===== src/verilog/cycle_timing_pkg.sv =====
/*
 * Shared constants and types of the tester cycle and phase timing block.
 * Assumes a single 40 MHz reference clock; one fast tick stands for 8 ns.
 */
package cycle_timing_pkg;
    // ==========================================================
    // Sizes
    localparam int PINS = 64;
    localparam int PHASES = 14;
    localparam int GROUPS = 4;
    localparam int GROUP_PINS = 16;
    localparam int CYC_W = 21;
    localparam int CNT_W = 11;
    localparam int PH_W = 16;
    // ==========================================================
    // Times in ns
    localparam int MIN_CYCLE_NS = 48;
    localparam int FAST_MAX_NS = 16376;
    localparam int MAX_CYCLE_NS = 1048000;
    localparam int FAST_RES_NS = 8;
    localparam int SLOW_RES_NS = 512;
    localparam int MIN_CLK_NS = 48;
    // Derived counts
    localparam int FAST_SHIFT = $clog2(FAST_RES_NS);
    localparam int SLOW_SHIFT = $clog2(SLOW_RES_NS);
    localparam int SLOW_DIV = SLOW_RES_NS / FAST_RES_NS;
    localparam logic [CNT_W-1:0] MIN_CLK_TICKS =
        CNT_W'(MIN_CLK_NS / FAST_RES_NS);
    localparam logic [3:0] NO_PHASE = 4'hF;
    localparam logic [63:0] PIN_RESET = 64'h0;
    // ==========================================================
    // Types
    typedef enum logic [1:0] {
        cfg_8f6c, cfg_10f4c, cfg_12f2c, cfg_5f2c
    } phase_cfg_e;
    typedef enum logic [1:0] {
        non_return_timing, return_to_zero_timing, complement_return_timing
    } force_timing_e;
    typedef enum logic {range_fast, range_slow} range_e;
    typedef struct packed {
        logic [CYC_W-1:0] ns;
        logic ext_sync;
    } cycle_cmd_s;
    typedef struct packed {
        logic [PH_W-1:0] start;
        logic [PH_W-1:0] width;
    } phase_prog_s;
    typedef struct packed {
        logic [3:0] init_force;
        logic [3:0] prog_force;
        logic [3:0] init_compare;
        logic [3:0] prog_compare;
    } pin_phases_s;
endpackage : cycle_timing_pkg


===== src/verilog/tester_cycle_phase_timing.sv =====
/*
 * Cycle reference, shift-clock pulses, phase generators, per-pin phase
 * distribution and force data timing of a logic tester station.
 * Assumes all command inputs except start_button and ext_sync_in come
 * from logic on ref_clk; those two are pins and are synchronised here.
 */
// Operation
// RULE1: each pin gets two force phases and two compare phases; pin_map gives some pins no initial force phase (NO_PHASE)
// RULE2: at test start every pin uses its initial phase pair
// RULE3: program-phase command routes program force and compare phases
// RULE4: initialise, start button or restore command select initial phases
// RULE5: four distribution configurations decide force or compare use
// RULE6: 8/6 map: program force, initial compare, program compare, init force
// RULE7: last compare phase is 6, 10, 9 or 6 per configuration
// RULE8: cycle-start mark repeats every programmed tested-part cycle
// RULE9: external sync option locks the cycle timing to an input
// RULE10: shift registers get one pulse per clock cycle, 1, 2 or 4
// RULE11: pulse mode follows sector mode: 1, 2 for 2 and 3, 4
// RULE12: shortest clock cycle is 48 ns
// RULE13: cycle spans 48 ns to 1.048 ms in fast and slow ranges
// RULE14: fast range mode 1 truncates to a multiple of 8 ns
// RULE15: slow range mode 1 rounds to nearest multiple of 512 ns
// RULE16: resolution scales with pulse mode in both ranges
// RULE17: programmer avoids modes whose pulses do not fit the cycle
// RULE18: force timing is non-return, return-to-zero or complement per group
// RULE19: non-return mode holds the level all cycle, changing at the mark
// RULE20: return-to-zero drives data only during the force phase pulse
// RULE21: force phase placed from the mark, may span or skip cycles
// RULE22: without return-to-zero request a group uses non-return timing
// RULE23: fourteen or seven independently positioned phases
// RULE24: cycle below 48 ns or above 1.048 ms is flagged and halts
// RULE25: complement mode drives inverse outside the force pulse, true inside
// RULE26: mark from period counter at range resolution, reloaded each end
`timescale 1ns/1ps
`default_nettype none
module tester_cycle_phase_timing
    import cycle_timing_pkg::*;
(
    input wire logic ref_clk,
    input wire logic rst,
    input wire cycle_cmd_s cycle_cmd,
    input wire logic cycle_load,
    input wire logic [1:0] sector_mode,
    input wire phase_cfg_e phase_cfg,
    input wire phase_prog_s phase_prog [PHASES],
    input wire force_timing_e group_timing [GROUPS],
    input wire logic [PINS-1:0] force_data,
    input wire logic [PINS-1:0] pin_mask,
    input wire logic select_program_phases,
    input wire logic restore_initial_phases,
    input wire logic initialise_command,
    input wire logic start_button,
    input wire logic ext_sync_in,
    output logic cycle_start_mark_r,
    output logic shift_clock_r,
    output logic [PHASES-1:0] phase_out_r,
    output logic [PHASES-1:0] phase_is_force_r,
    output logic [3:0] last_compare_r,
    output logic [PINS-1:0] force_drive_r,
    output logic [PINS-1:0] compare_strobe_r,
    output logic [PINS-1:0] program_sel_r,
    output logic [2:0] pulse_mode_r,
    output logic active_range_r,
    output logic cycle_error_r,
    output logic test_halted_r
);
    // ==========================================================
    // Decoding functions
    function automatic logic [1:0] mode_shift(input logic [1:0] sm);
        unique case (sm)
            2'h0: mode_shift = 2'h0;
            2'h1, 2'h2: mode_shift = 2'h1;
            default: mode_shift = 2'h2;
        endcase
    endfunction : mode_shift

    function automatic pin_phases_s pin_map(input phase_cfg_e c,
                                            input logic [5:0] p);
        pin_phases_s m;
        m = '{NO_PHASE, NO_PHASE, NO_PHASE, NO_PHASE};
        unique case (c)
            cfg_8f6c: begin
                m.prog_force = {2'h0, p[5:4]};
                m.init_compare = 4'h4 + {3'h0, p[5]};
                m.prog_compare = 4'h6 + {2'h0, p[5:4]};
                if (p[5:4] != 2'h3) m.init_force = 4'hA + {2'h0, p[5:4]};
            end
            cfg_10f4c: begin
                m.prog_force = {1'h0, p[5:3]};
                m.init_compare = 4'h8 + {3'h0, p[5]};
                m.prog_compare = 4'hA + {3'h0, p[5]};
                if (!p[5]) m.init_force = 4'hC;
            end
            cfg_12f2c: begin
                m.prog_force = {1'h0, p[5:3]};
                m.prog_compare = 4'h8;
                m.init_compare = 4'h9;
                if (p[5:4] != 2'h3) m.init_force = 4'hA + {2'h0, p[5:4]};
            end
            cfg_5f2c: begin
                m.prog_force = {2'h0, p[5:4]};
                m.prog_compare = 4'h4;
                m.init_compare = 4'h5;
                m.init_force = 4'h6;
            end
        endcase
        pin_map = m;
    endfunction : pin_map

    function automatic logic pick(input logic [PHASES-1:0] ph,
                                  input logic [3:0] idx);
        pick = (idx < 4'(PHASES)) ? ph[idx] : 1'b0;
    endfunction : pick

    // ==========================================================
    // Pin synchronisers
    logic [1:0] start_sync_r;
    logic [1:0] ext_sync_r;
    logic start_seen_r;
    logic ext_seen_r;
    logic start_rise;
    logic ext_rise;

    always_ff @(posedge ref_clk or posedge rst) begin
        if (rst) begin
            start_sync_r <= 2'h0;
            ext_sync_r <= 2'h0;
            start_seen_r <= 1'b0;
            ext_seen_r <= 1'b0;
        end else begin
            start_sync_r <= {start_sync_r[0], start_button};
            ext_sync_r <= {ext_sync_r[0], ext_sync_in};
            start_seen_r <= start_sync_r[1];
            ext_seen_r <= ext_sync_r[1];
        end
    end

    assign start_rise = start_sync_r[1] & ~start_seen_r;
    assign ext_rise = ext_sync_r[1] & ~ext_seen_r;

    // ==========================================================
    // Cycle programming and range check
    logic [1:0] ms;
    logic [CYC_W-1:0] ns;
    logic cyc_bad;
    logic cyc_fast;
    logic [CYC_W-1:0] fast_len;
    logic [CYC_W-1:0] slow_len;
    logic [CNT_W-1:0] ccl_nxt;
    logic [CNT_W-1:0] ccl_r;
    logic [1:0] ms_r;
    logic ext_en_r;
    logic running_r;

    assign ms = mode_shift(sector_mode); // [RULE11]
    assign ns = cycle_cmd.ns;
    assign cyc_fast = ns <= CYC_W'(FAST_MAX_NS); // [RULE13]
    assign fast_len = ns >> (FAST_SHIFT + int'(ms)); // [RULE14] [RULE16]
    assign slow_len = (ns + (CYC_W'(SLOW_RES_NS / 2) << ms))
                      >> (SLOW_SHIFT + int'(ms)); // [RULE15] [RULE16]
    assign ccl_nxt = cyc_fast ? fast_len[CNT_W-1:0] : slow_len[CNT_W-1:0];
    assign cyc_bad = ns < CYC_W'(MIN_CYCLE_NS)
                     || ns > CYC_W'(MAX_CYCLE_NS)
                     || (cyc_fast && ccl_nxt < MIN_CLK_TICKS)
                     || ccl_nxt == '0; // [RULE24] [RULE12]

    always_ff @(posedge ref_clk or posedge rst) begin
        if (rst) begin
            ccl_r <= MIN_CLK_TICKS;
            ms_r <= 2'h0;
            ext_en_r <= 1'b0;
            active_range_r <= range_fast;
            running_r <= 1'b0;
            cycle_error_r <= 1'b0;
            test_halted_r <= 1'b0;
        end else if (cycle_load) begin
            if (cyc_bad) begin
                running_r <= 1'b0; // [RULE24]
                cycle_error_r <= 1'b1;
                test_halted_r <= 1'b1;
            end else begin
                ccl_r <= ccl_nxt;
                ms_r <= ms;
                ext_en_r <= cycle_cmd.ext_sync;
                active_range_r <= cyc_fast ? range_fast : range_slow;
                running_r <= 1'b1;
                cycle_error_r <= 1'b0;
                test_halted_r <= 1'b0;
            end
        end else if (start_rise) begin
            cycle_error_r <= 1'b0;
        end
    end

    always_ff @(posedge ref_clk or posedge rst) begin
        if (rst) pulse_mode_r <= 3'h1;
        else pulse_mode_r <= 3'h1 << ms; // [RULE11]
    end

    // ==========================================================
    // Resolution tick and period counter
    logic [5:0] div_r;
    logic tick;
    logic [CNT_W-1:0] clk_cnt_r;
    logic [1:0] sub_r;
    logic cnt_end;
    logic mark_now;

    always_ff @(posedge ref_clk or posedge rst) begin
        if (rst) div_r <= 6'h0;
        else if (div_r == 6'(SLOW_DIV - 1) || cycle_load) div_r <= 6'h0;
        else div_r <= div_r + 6'h1;
    end

    assign tick = running_r
                  && (active_range_r == range_fast || div_r == 6'h0);
    assign cnt_end = tick && clk_cnt_r == '0;
    assign mark_now = ext_en_r ? (running_r && ext_rise) // [RULE9]
                             : (cnt_end && sub_r == 2'h0); // [RULE8]

    always_ff @(posedge ref_clk or posedge rst) begin
        if (rst) begin
            clk_cnt_r <= '0;
            sub_r <= 2'h0;
            shift_clock_r <= 1'b0;
            cycle_start_mark_r <= 1'b0;
        end else begin
            shift_clock_r <= cnt_end || (ext_en_r && mark_now); // [RULE10]
            cycle_start_mark_r <= mark_now;
            if (cycle_load || !running_r) begin
                clk_cnt_r <= '0;
                sub_r <= 2'h0;
            end else if (ext_en_r && mark_now) begin
                clk_cnt_r <= ccl_r - CNT_W'(1); // [RULE9]
                sub_r <= 2'((3'h1 << ms_r) - 3'h1);
            end else if (cnt_end) begin
                clk_cnt_r <= ccl_r - CNT_W'(1); // [RULE26]
                if (sub_r == 2'h0) begin
                    if (!ext_en_r) sub_r <= 2'((3'h1 << ms_r) - 3'h1);
                end else begin
                    sub_r <= sub_r - 2'h1; // [RULE10]
                end
            end else if (tick) begin
                clk_cnt_r <= clk_cnt_r - CNT_W'(1);
            end
        end
    end

    // ==========================================================
    // Phase generators
    logic [PH_W-1:0] ph_cnt_r [PHASES];
    logic [PHASES-1:0] ph_busy_r;
    logic [PHASES-1:0] ph_live;

    assign ph_live = (phase_cfg == cfg_5f2c) ? 14'h007F : 14'h3FFF; // [RULE23]

    for (genvar i = 0; i < PHASES; i++) begin : g_phase
        always_ff @(posedge ref_clk or posedge rst) begin
            if (rst) begin
                ph_cnt_r[i] <= '0;
                ph_busy_r[i] <= 1'b0;
                phase_out_r[i] <= 1'b0;
            end else if (!running_r || !ph_live[i]) begin
                ph_busy_r[i] <= 1'b0;
                phase_out_r[i] <= 1'b0;
            end else if (!ph_busy_r[i]) begin
                if (mark_now) begin // [RULE21]
                    ph_busy_r[i] <= 1'b1;
                    phase_out_r[i] <= phase_prog[i].start == '0;
                    ph_cnt_r[i] <= (phase_prog[i].start == '0)
                                   ? phase_prog[i].width
                                   : phase_prog[i].start;
                end
            end else if (tick || mark_now) begin
                if (ph_cnt_r[i] <= PH_W'(1)) begin
                    phase_out_r[i] <= !phase_out_r[i];
                    ph_busy_r[i] <= !phase_out_r[i];
                    ph_cnt_r[i] <= phase_prog[i].width;
                end else begin
                    ph_cnt_r[i] <= ph_cnt_r[i] - PH_W'(1);
                end
            end
        end
    end

    // ==========================================================
    // Distribution and per-pin selection
    logic [PINS-1:0] pin_force;
    logic [PINS-1:0] pin_compare;
    logic [PHASES-1:0] force_map;

    always_comb begin
        force_map = '0;
        for (int p = 0; p < PINS; p++) begin
            pin_phases_s m;
            m = pin_map(phase_cfg, 6'(p)); // [RULE5] [RULE6]
            if (m.prog_force != NO_PHASE) force_map[m.prog_force] = 1'b1;
            if (m.init_force != NO_PHASE) force_map[m.init_force] = 1'b1;
            pin_force[p] = program_sel_r[p] // [RULE1]
                ? pick(phase_out_r, m.prog_force)
                : pick(phase_out_r, m.init_force);
            pin_compare[p] = program_sel_r[p]
                ? pick(phase_out_r, m.prog_compare)
                : pick(phase_out_r, m.init_compare);
        end
    end

    always_ff @(posedge ref_clk or posedge rst) begin
        if (rst) begin
            program_sel_r <= PIN_RESET; // [RULE2]
        end else if (initialise_command || start_rise) begin
            program_sel_r <= PIN_RESET; // [RULE4]
        end else if (restore_initial_phases) begin
            program_sel_r <= program_sel_r & ~pin_mask; // [RULE4]
        end else if (select_program_phases) begin
            program_sel_r <= program_sel_r | pin_mask; // [RULE3]
        end
    end

    always_ff @(posedge ref_clk or posedge rst) begin
        if (rst) begin
            phase_is_force_r <= '0;
            last_compare_r <= 4'h6;
        end else begin
            phase_is_force_r <= force_map & ph_live; // [RULE5]
            unique case (phase_cfg) // [RULE7]
                cfg_10f4c: last_compare_r <= 4'hA;
                cfg_12f2c: last_compare_r <= 4'h9;
                default: last_compare_r <= 4'h6;
            endcase
        end
    end

    // ==========================================================
    // Force data timing
    logic [PINS-1:0] data_r;

    always_ff @(posedge ref_clk or posedge rst) begin
        if (rst) data_r <= '0;
        else if (mark_now) data_r <= force_data; // [RULE19]
    end

    always_ff @(posedge ref_clk or posedge rst) begin
        if (rst) begin
            force_drive_r <= '0;
            compare_strobe_r <= '0;
        end else begin
            compare_strobe_r <= pin_compare;
            for (int p = 0; p < PINS; p++) begin
                unique case (group_timing[p / GROUP_PINS]) // [RULE18]
                    return_to_zero_timing:
                        force_drive_r[p] <= pin_force[p] & data_r[p]; // [RULE20]
                    complement_return_timing:
                        force_drive_r[p] <= pin_force[p] ? data_r[p]
                                                         : ~data_r[p]; // [RULE25]
                    default:
                        force_drive_r[p] <= data_r[p]; // [RULE22]
                endcase
            end
        end
    end
endmodule : tester_cycle_phase_timing
`default_nettype wire


===== config.mk =====
export PLATFORM = sky130hd
export DESIGN_NAME = tester_cycle_phase_timing
export DESIGN_NICKNAME = d
export VERILOG_FILES = /design/src/verilog/cycle_timing_pkg.sv /design/src/verilog/tester_cycle_phase_timing.sv
export SDC_FILE = /design/constraint.sdc
export NUM_CORES = 2
export LEC_CHECK = 0
export BUFFER_PORTS_ARGS = -buffer_cell sky130_fd_sc_hd__buf_2
export CAP_MARGIN = 20
export CORE_AREA = 3 3 332 334
export CTS_BUF_LIST = sky130_fd_sc_hd__clkbuf_4
export CTS_CLUSTER_SIZE = 24
export DETAILED_ROUTE_END_ITERATION = 8
export DIE_AREA = 0 0 335 337
export PLACE_DENSITY = 0.63
export SYNTH_ARGS = -nofsm -noshare
export SYNTH_HDL_FRONTEND = slang
export SYNTH_SLANG_ARGS = --single-unit

===== constraint.sdc =====
create_clock -name ref_clk -period 17.7 [get_ports ref_clk]
set_clock_uncertainty 0.15 [all_clocks]
set_input_delay 0 -clock ref_clk [delete_from_list [all_inputs] [get_ports ref_clk]]
set_output_delay 0 -clock ref_clk [all_outputs]
set_load 0.01 [all_outputs]

==> impl_metrics.ini, run 1 <==
[cts]
cts_resized = 0
postCtsSetupBuffers = 0
htree_levels = 4
cts_root_buf = clkbuf_4
clock-sinks = 568
numCtsBuffers = 167
max-clock-path-buffers = 3
cts.hold.buffers_added = 1336

[place]
place.gp.congestion = 0.947
dp_hpwl_mm = 102
numPortBuffers = 849
postPlaceCellArea_um2 = 40600
place_ws_ns = 13.02

[floorplan]
die_h_um = 337
fp-row-count = 120
start_util = 0.328
io_pins = 850
die_w_um = 335

[synth]
ys_seq_area_frac = 0.404
synth_edf_count = 0
synth_top_area_frac = 0.400
async_flop_share = 1.00
yosys.cell_types.count = 80
netlist_instances = 4351
ys_top_cells_by_area = dfrtp_1, a21oi_1, o21ai_0, nand2_1, nor2_1
synth.avg_cell_area_um2 = 8.09
yosys.area.top_type = dfrtp_1
syn-cell-area_um2 = 35200
ys.flop_type = dfrtp_1
syn-num-nets = 5087
ys_ff_latch = 568
yosys_warnings = 0

[run_status]
error = [ERROR RSZ-0060] Max buffer count reached.
status = stopped before the end
failed_stage = clock tree synthesis (4_1_cts)
-- per-stage QoR --
stage	hold slack (ns)	utilization	instances
after global placement	-0.0382	0.378	6367
after floorplan	-0.119	-	4351
after detailed placement	-0.0402	0.379	6370
-- cell usage after synthesis (all sizes together), types with 6 or more instances --
cell type	number
a211o	6
a211oi	126
a21o	23
a21oi	621
a221oi	9
a22o	8
a22oi	66
a311oi	7
a31oi	28
and2	18
and3	6
and4	16
buf	43
clkbuf	241
dfrtp	563
ha	117
inv	138
mux2	89
mux2i	15
mux4	7
nand2	563
nand2b	9
nand3	26
nand3b	13
nand4	7
nor2	523
nor2b	10
nor3	80
nor4	106
o2111ai	6
o211ai	9
o21a	7
o21ai	516
o22ai	8
o31ai	9
o41ai	7
or3	19
or4	36
xnor2	136
xor2	50
-- cells by family after synthesis --
logic type | count (synthesis) | synth area share
adders and majority gates | 118 | 0.0421
AOI/OAI and AO/OA | 1502 | 0.243
other | 1 | 0.000106
DFF | 568 | 0.404
muxes | 111 | 0.0376
xor gates and xnor gates | 186 | 0.0463
buffers and inverters | 423 | 0.0468
and+or+nand+nor | 1442 | 0.180
==> run 2: changes to the inputs <==
--- a/config.mk
+++ b/config.mk
@@ -7,12 +7,10 @@
 export LEC_CHECK = 0
 export BUFFER_PORTS_ARGS = -buffer_cell sky130_fd_sc_hd__buf_2
 export CAP_MARGIN = 20
-export CORE_AREA = 3 3 332 334
-export CTS_BUF_LIST = sky130_fd_sc_hd__clkbuf_4
-export CTS_CLUSTER_SIZE = 24
+export CORE_AREA = 3 3 329 331
 export DETAILED_ROUTE_END_ITERATION = 8
-export DIE_AREA = 0 0 335 337
-export PLACE_DENSITY = 0.63
+export DIE_AREA = 0 0 332 334
+export PLACE_DENSITY_LB_ADDON = 0.15
 export SYNTH_ARGS = -nofsm -noshare
 export SYNTH_HDL_FRONTEND = slang
 export SYNTH_SLANG_ARGS = --single-unit
==> impl_metrics.ini, run 2 <==
[global_routing]
grt_pass1_wl_mm = 225
grt_overflow_total = 0
antenna_found_initial = 23
grt_max_degree = 106
grtUsageTotal = 0.255
grt_pass1_vias = 38400

[layout]
nets = 6707
multi_input_area_um2 = 19400
regMostFlops = ph_cnt_r
layout_commonest_cell = dlygate4sd3_1
largest_register_ffs = 224
final_cell_mix = dlygate4sd3_1, buf_2, a21oi_1
final.fill_count = 10000
seqCellArea_um2 = 14200
area_growth_pct = 49.2
drive_above_1_share = 0.194

[power]
power_density_nw_per_um2 = 115
leakagePower_uw = 0.0239
peakVddDrop_uv = 60.9

[job]
maxCapViolations = 0

[detailed_routing]
drtPass1Iterations = 6
drt_iter0_markers = 2384
drc = 0
ant_nets = 0
wl_per_cell_um = 19.7
vias = 38800
drt-total-wl_mm = 146
via_per_inst = 5.22

[place]
dp_hpwl_mm = 105
place.gp.congestion = 0.894
numPortBuffers = 849

[cts]
postCtsSetupBuffers = 0
cts_resized = 0
max-clock-path-buffers = 3
clk-insertion-delay-late_ns = 0.64
cts_tree = done
cts_root_buf = clkbuf_16
htree_levels = 3
clock-sinks = 568
clkTransAtPathRegs_ns = 0.06
numCtsBuffers = 73

[setup_path]
worst-setup-path-type = register to register
critPathTopFamily = buffers and inverters
slowest_stage = dlygate4sd3_1
cp_common_cell = buf_4
endpoint_kind = register
cp_max_fo = 41
worstPathCellList = inv_1, ha_1, or4b_1, o21ai_1, nand2_1, or3_1, o41ai_4, buf_4, buf_4, o21ai_2, buf_4, a2111oi_0, dlygate4sd3_1, a221oi_1, dlygate4sd3_1
critPathMaxStageDelay_ns = 0.61
critical_path_arrival_ns = 6.05
cp_data_required_time_ns = 18.07
start_kind = register
path_buf_inv = 6

[sta]
maxSlewHeadroom = 0.291
worst-slew-pin-transition_ns = 1.06
timing.final.crit_share = 0.321
setup_violations = 0
setup_tns_ns = 0
rsz0062_at_grt = no
hold_slack_ns = 0.0506
max_freq_mhz = 176
maxSlewViolCount = 0
fin_crit_ns = 5.68
finalHoldViolations = 0

[synth]
yosys_warnings = 0
syn-cell-area_um2 = 35200
yosys-top-cells-count = a21oi_1, dfrtp_1, nand2_1, nor2_1, o21ai_0
yosys.area.top_type = dfrtp_1
yosys.cell_types.count = 80
ys_seq_area_frac = 0.404
ys.flop_type = dfrtp_1
synth_top_area_frac = 0.400
synth.most_common_cell = a21oi_1
ys_ff_latch = 568
synth.avg_cell_area_um2 = 8.09
netlist_instances = 4351
ys_top_cells_by_area = dfrtp_1, a21oi_1, o21ai_0, nand2_1, nor2_1
syn-num-nets = 5087
async_flop_share = 1.00
synth_edf_count = 0

[run_status]
status = complete, no violations

[floorplan]
io_pins = 850
die_w_um = 332
coreArea_um2 = 105000
design.die.area_um2 = 111000
fp-row-count = 119
die_h_um = 334
start_util = 0.334

[min_path]
hold_path_class = input port to register
[run 2: report_power, final]
| group | switching (µW) | internal [µW] |
|---|---|---|
| Sequential | 417 | 1700 |
| Combinational | 1240 | 1100 |
| Clock | 629 | 966 |
| Total | 2290 | 3770 |
[run 2: kinds of logic (layout without fill, tap and decap cells)]
family | count (synthesis) | after routing | synth area share
other | 1 | 24 | 0.000106
AOI/OAI and AO/OA | 1502 | 1502 | 0.243
DFF | 568 | 568 | 0.404
xor gates and xnor gates | 186 | 186 | 0.0463
and+or+nand+nor | 1442 | 1442 | 0.180
adders and majority gates | 118 | 118 | 0.0421
muxes | 111 | 111 | 0.0376
buffers and inverters | 423 | 2099 | 0.0468
[run 2: worst register-to-register path, cell delays in order (launching register included)]
cell	delay, ns
dfrtp_1	0.40
inv_1	0.07
ha_1	0.13
or4b_1	0.42
o21ai_1	0.52
nand2_1	0.17
or3_1	0.43
o41ai_4	0.26
buf_4	0.39
buf_4	0.62
o21ai_2	0.13
buf_4	0.25
a2111oi_0	0.40
dlygate4sd3_1	0.61
a221oi_1	0.05
dlygate4sd3_1	0.57
[run 2: area by class of cell]
type / instances / share of cell area
Sequential cell: 568 / 0.271
Clock buffer: 109 / 0.0417
Antenna cell: 23 / 0.00110
Tap cell: 1391 / 0.0331
Timing Repair Buffer: 1829 / 0.266
Multi-Input combinational cell: 3360 / 0.370
Inverter: 139 / 0.0101
Clock inverter: 22 / 0.00733
[run 2: repair_timing]
action | in CTS | in global routing
hold endpoints to repair | 500 | 16
hold buffers | 909 | 3
endpoints found under the setup margin | 0 | 0
[run 2: worst paths after layout]
kind                                           startpoint  slack (ns)                           end  cells past startpoint
worst max-delay path                   div_r[0]$_DFF_PP0_       12.02     ph_cnt_r[192]$_DFFE_PP0P_                     15
worst min-delay path                       force_data[42]        0.05        data_r[42]$_DFFE_PP0P_                      3
worst max register to register         div_r[0]$_DFF_PP0_       12.02     ph_cnt_r[192]$_DFFE_PP0P_                     15
worst min register to register  start_sync_r[0]$_DFF_PP0_        0.20     start_sync_r[1]$_DFF_PP0_                      0
max in group asynchronous                             rst       13.40     ph_cnt_r[190]$_DFFE_PP0P_                      8
min in group asynchronous                             rst        0.49  program_sel_r[2]$_DFFE_PP0P_                      4
[run 2: routing by layer]
layer,global-route usage,part of all wire,vias up
li1,-,-,18700
met4,0.107,0.044,4
met1,0.318,0.42,18600
met5,0,0.00014,-
met2,0.436,0.48,1189
met3,0.0455,0.060,297
[run 2: metrics by stage]
| stage | power (µW) | setup slack, ns | util | instance area [µm²] | cells |
|---|---|---|---|---|---|
| after CTS | 6080 | 11.99 | 0.496 | 52300 | 7407 |
| after global routing | 6530 | 11.59 | 0.498 | 52500 | 7431 |
| after global placement | 4200 | 13.02 | 0.385 | 40600 | 6366 |
| after detailed placement | 4230 | 12.93 | 0.386 | 40600 | 6367 |
| after floorplan | 3580 | 1.67 | - | 35200 | 4351 |
| final | 6050 | 12.02 | 0.498 | 52500 | 7441 |
Note: power is estimated with default switching activity, not from simulation.
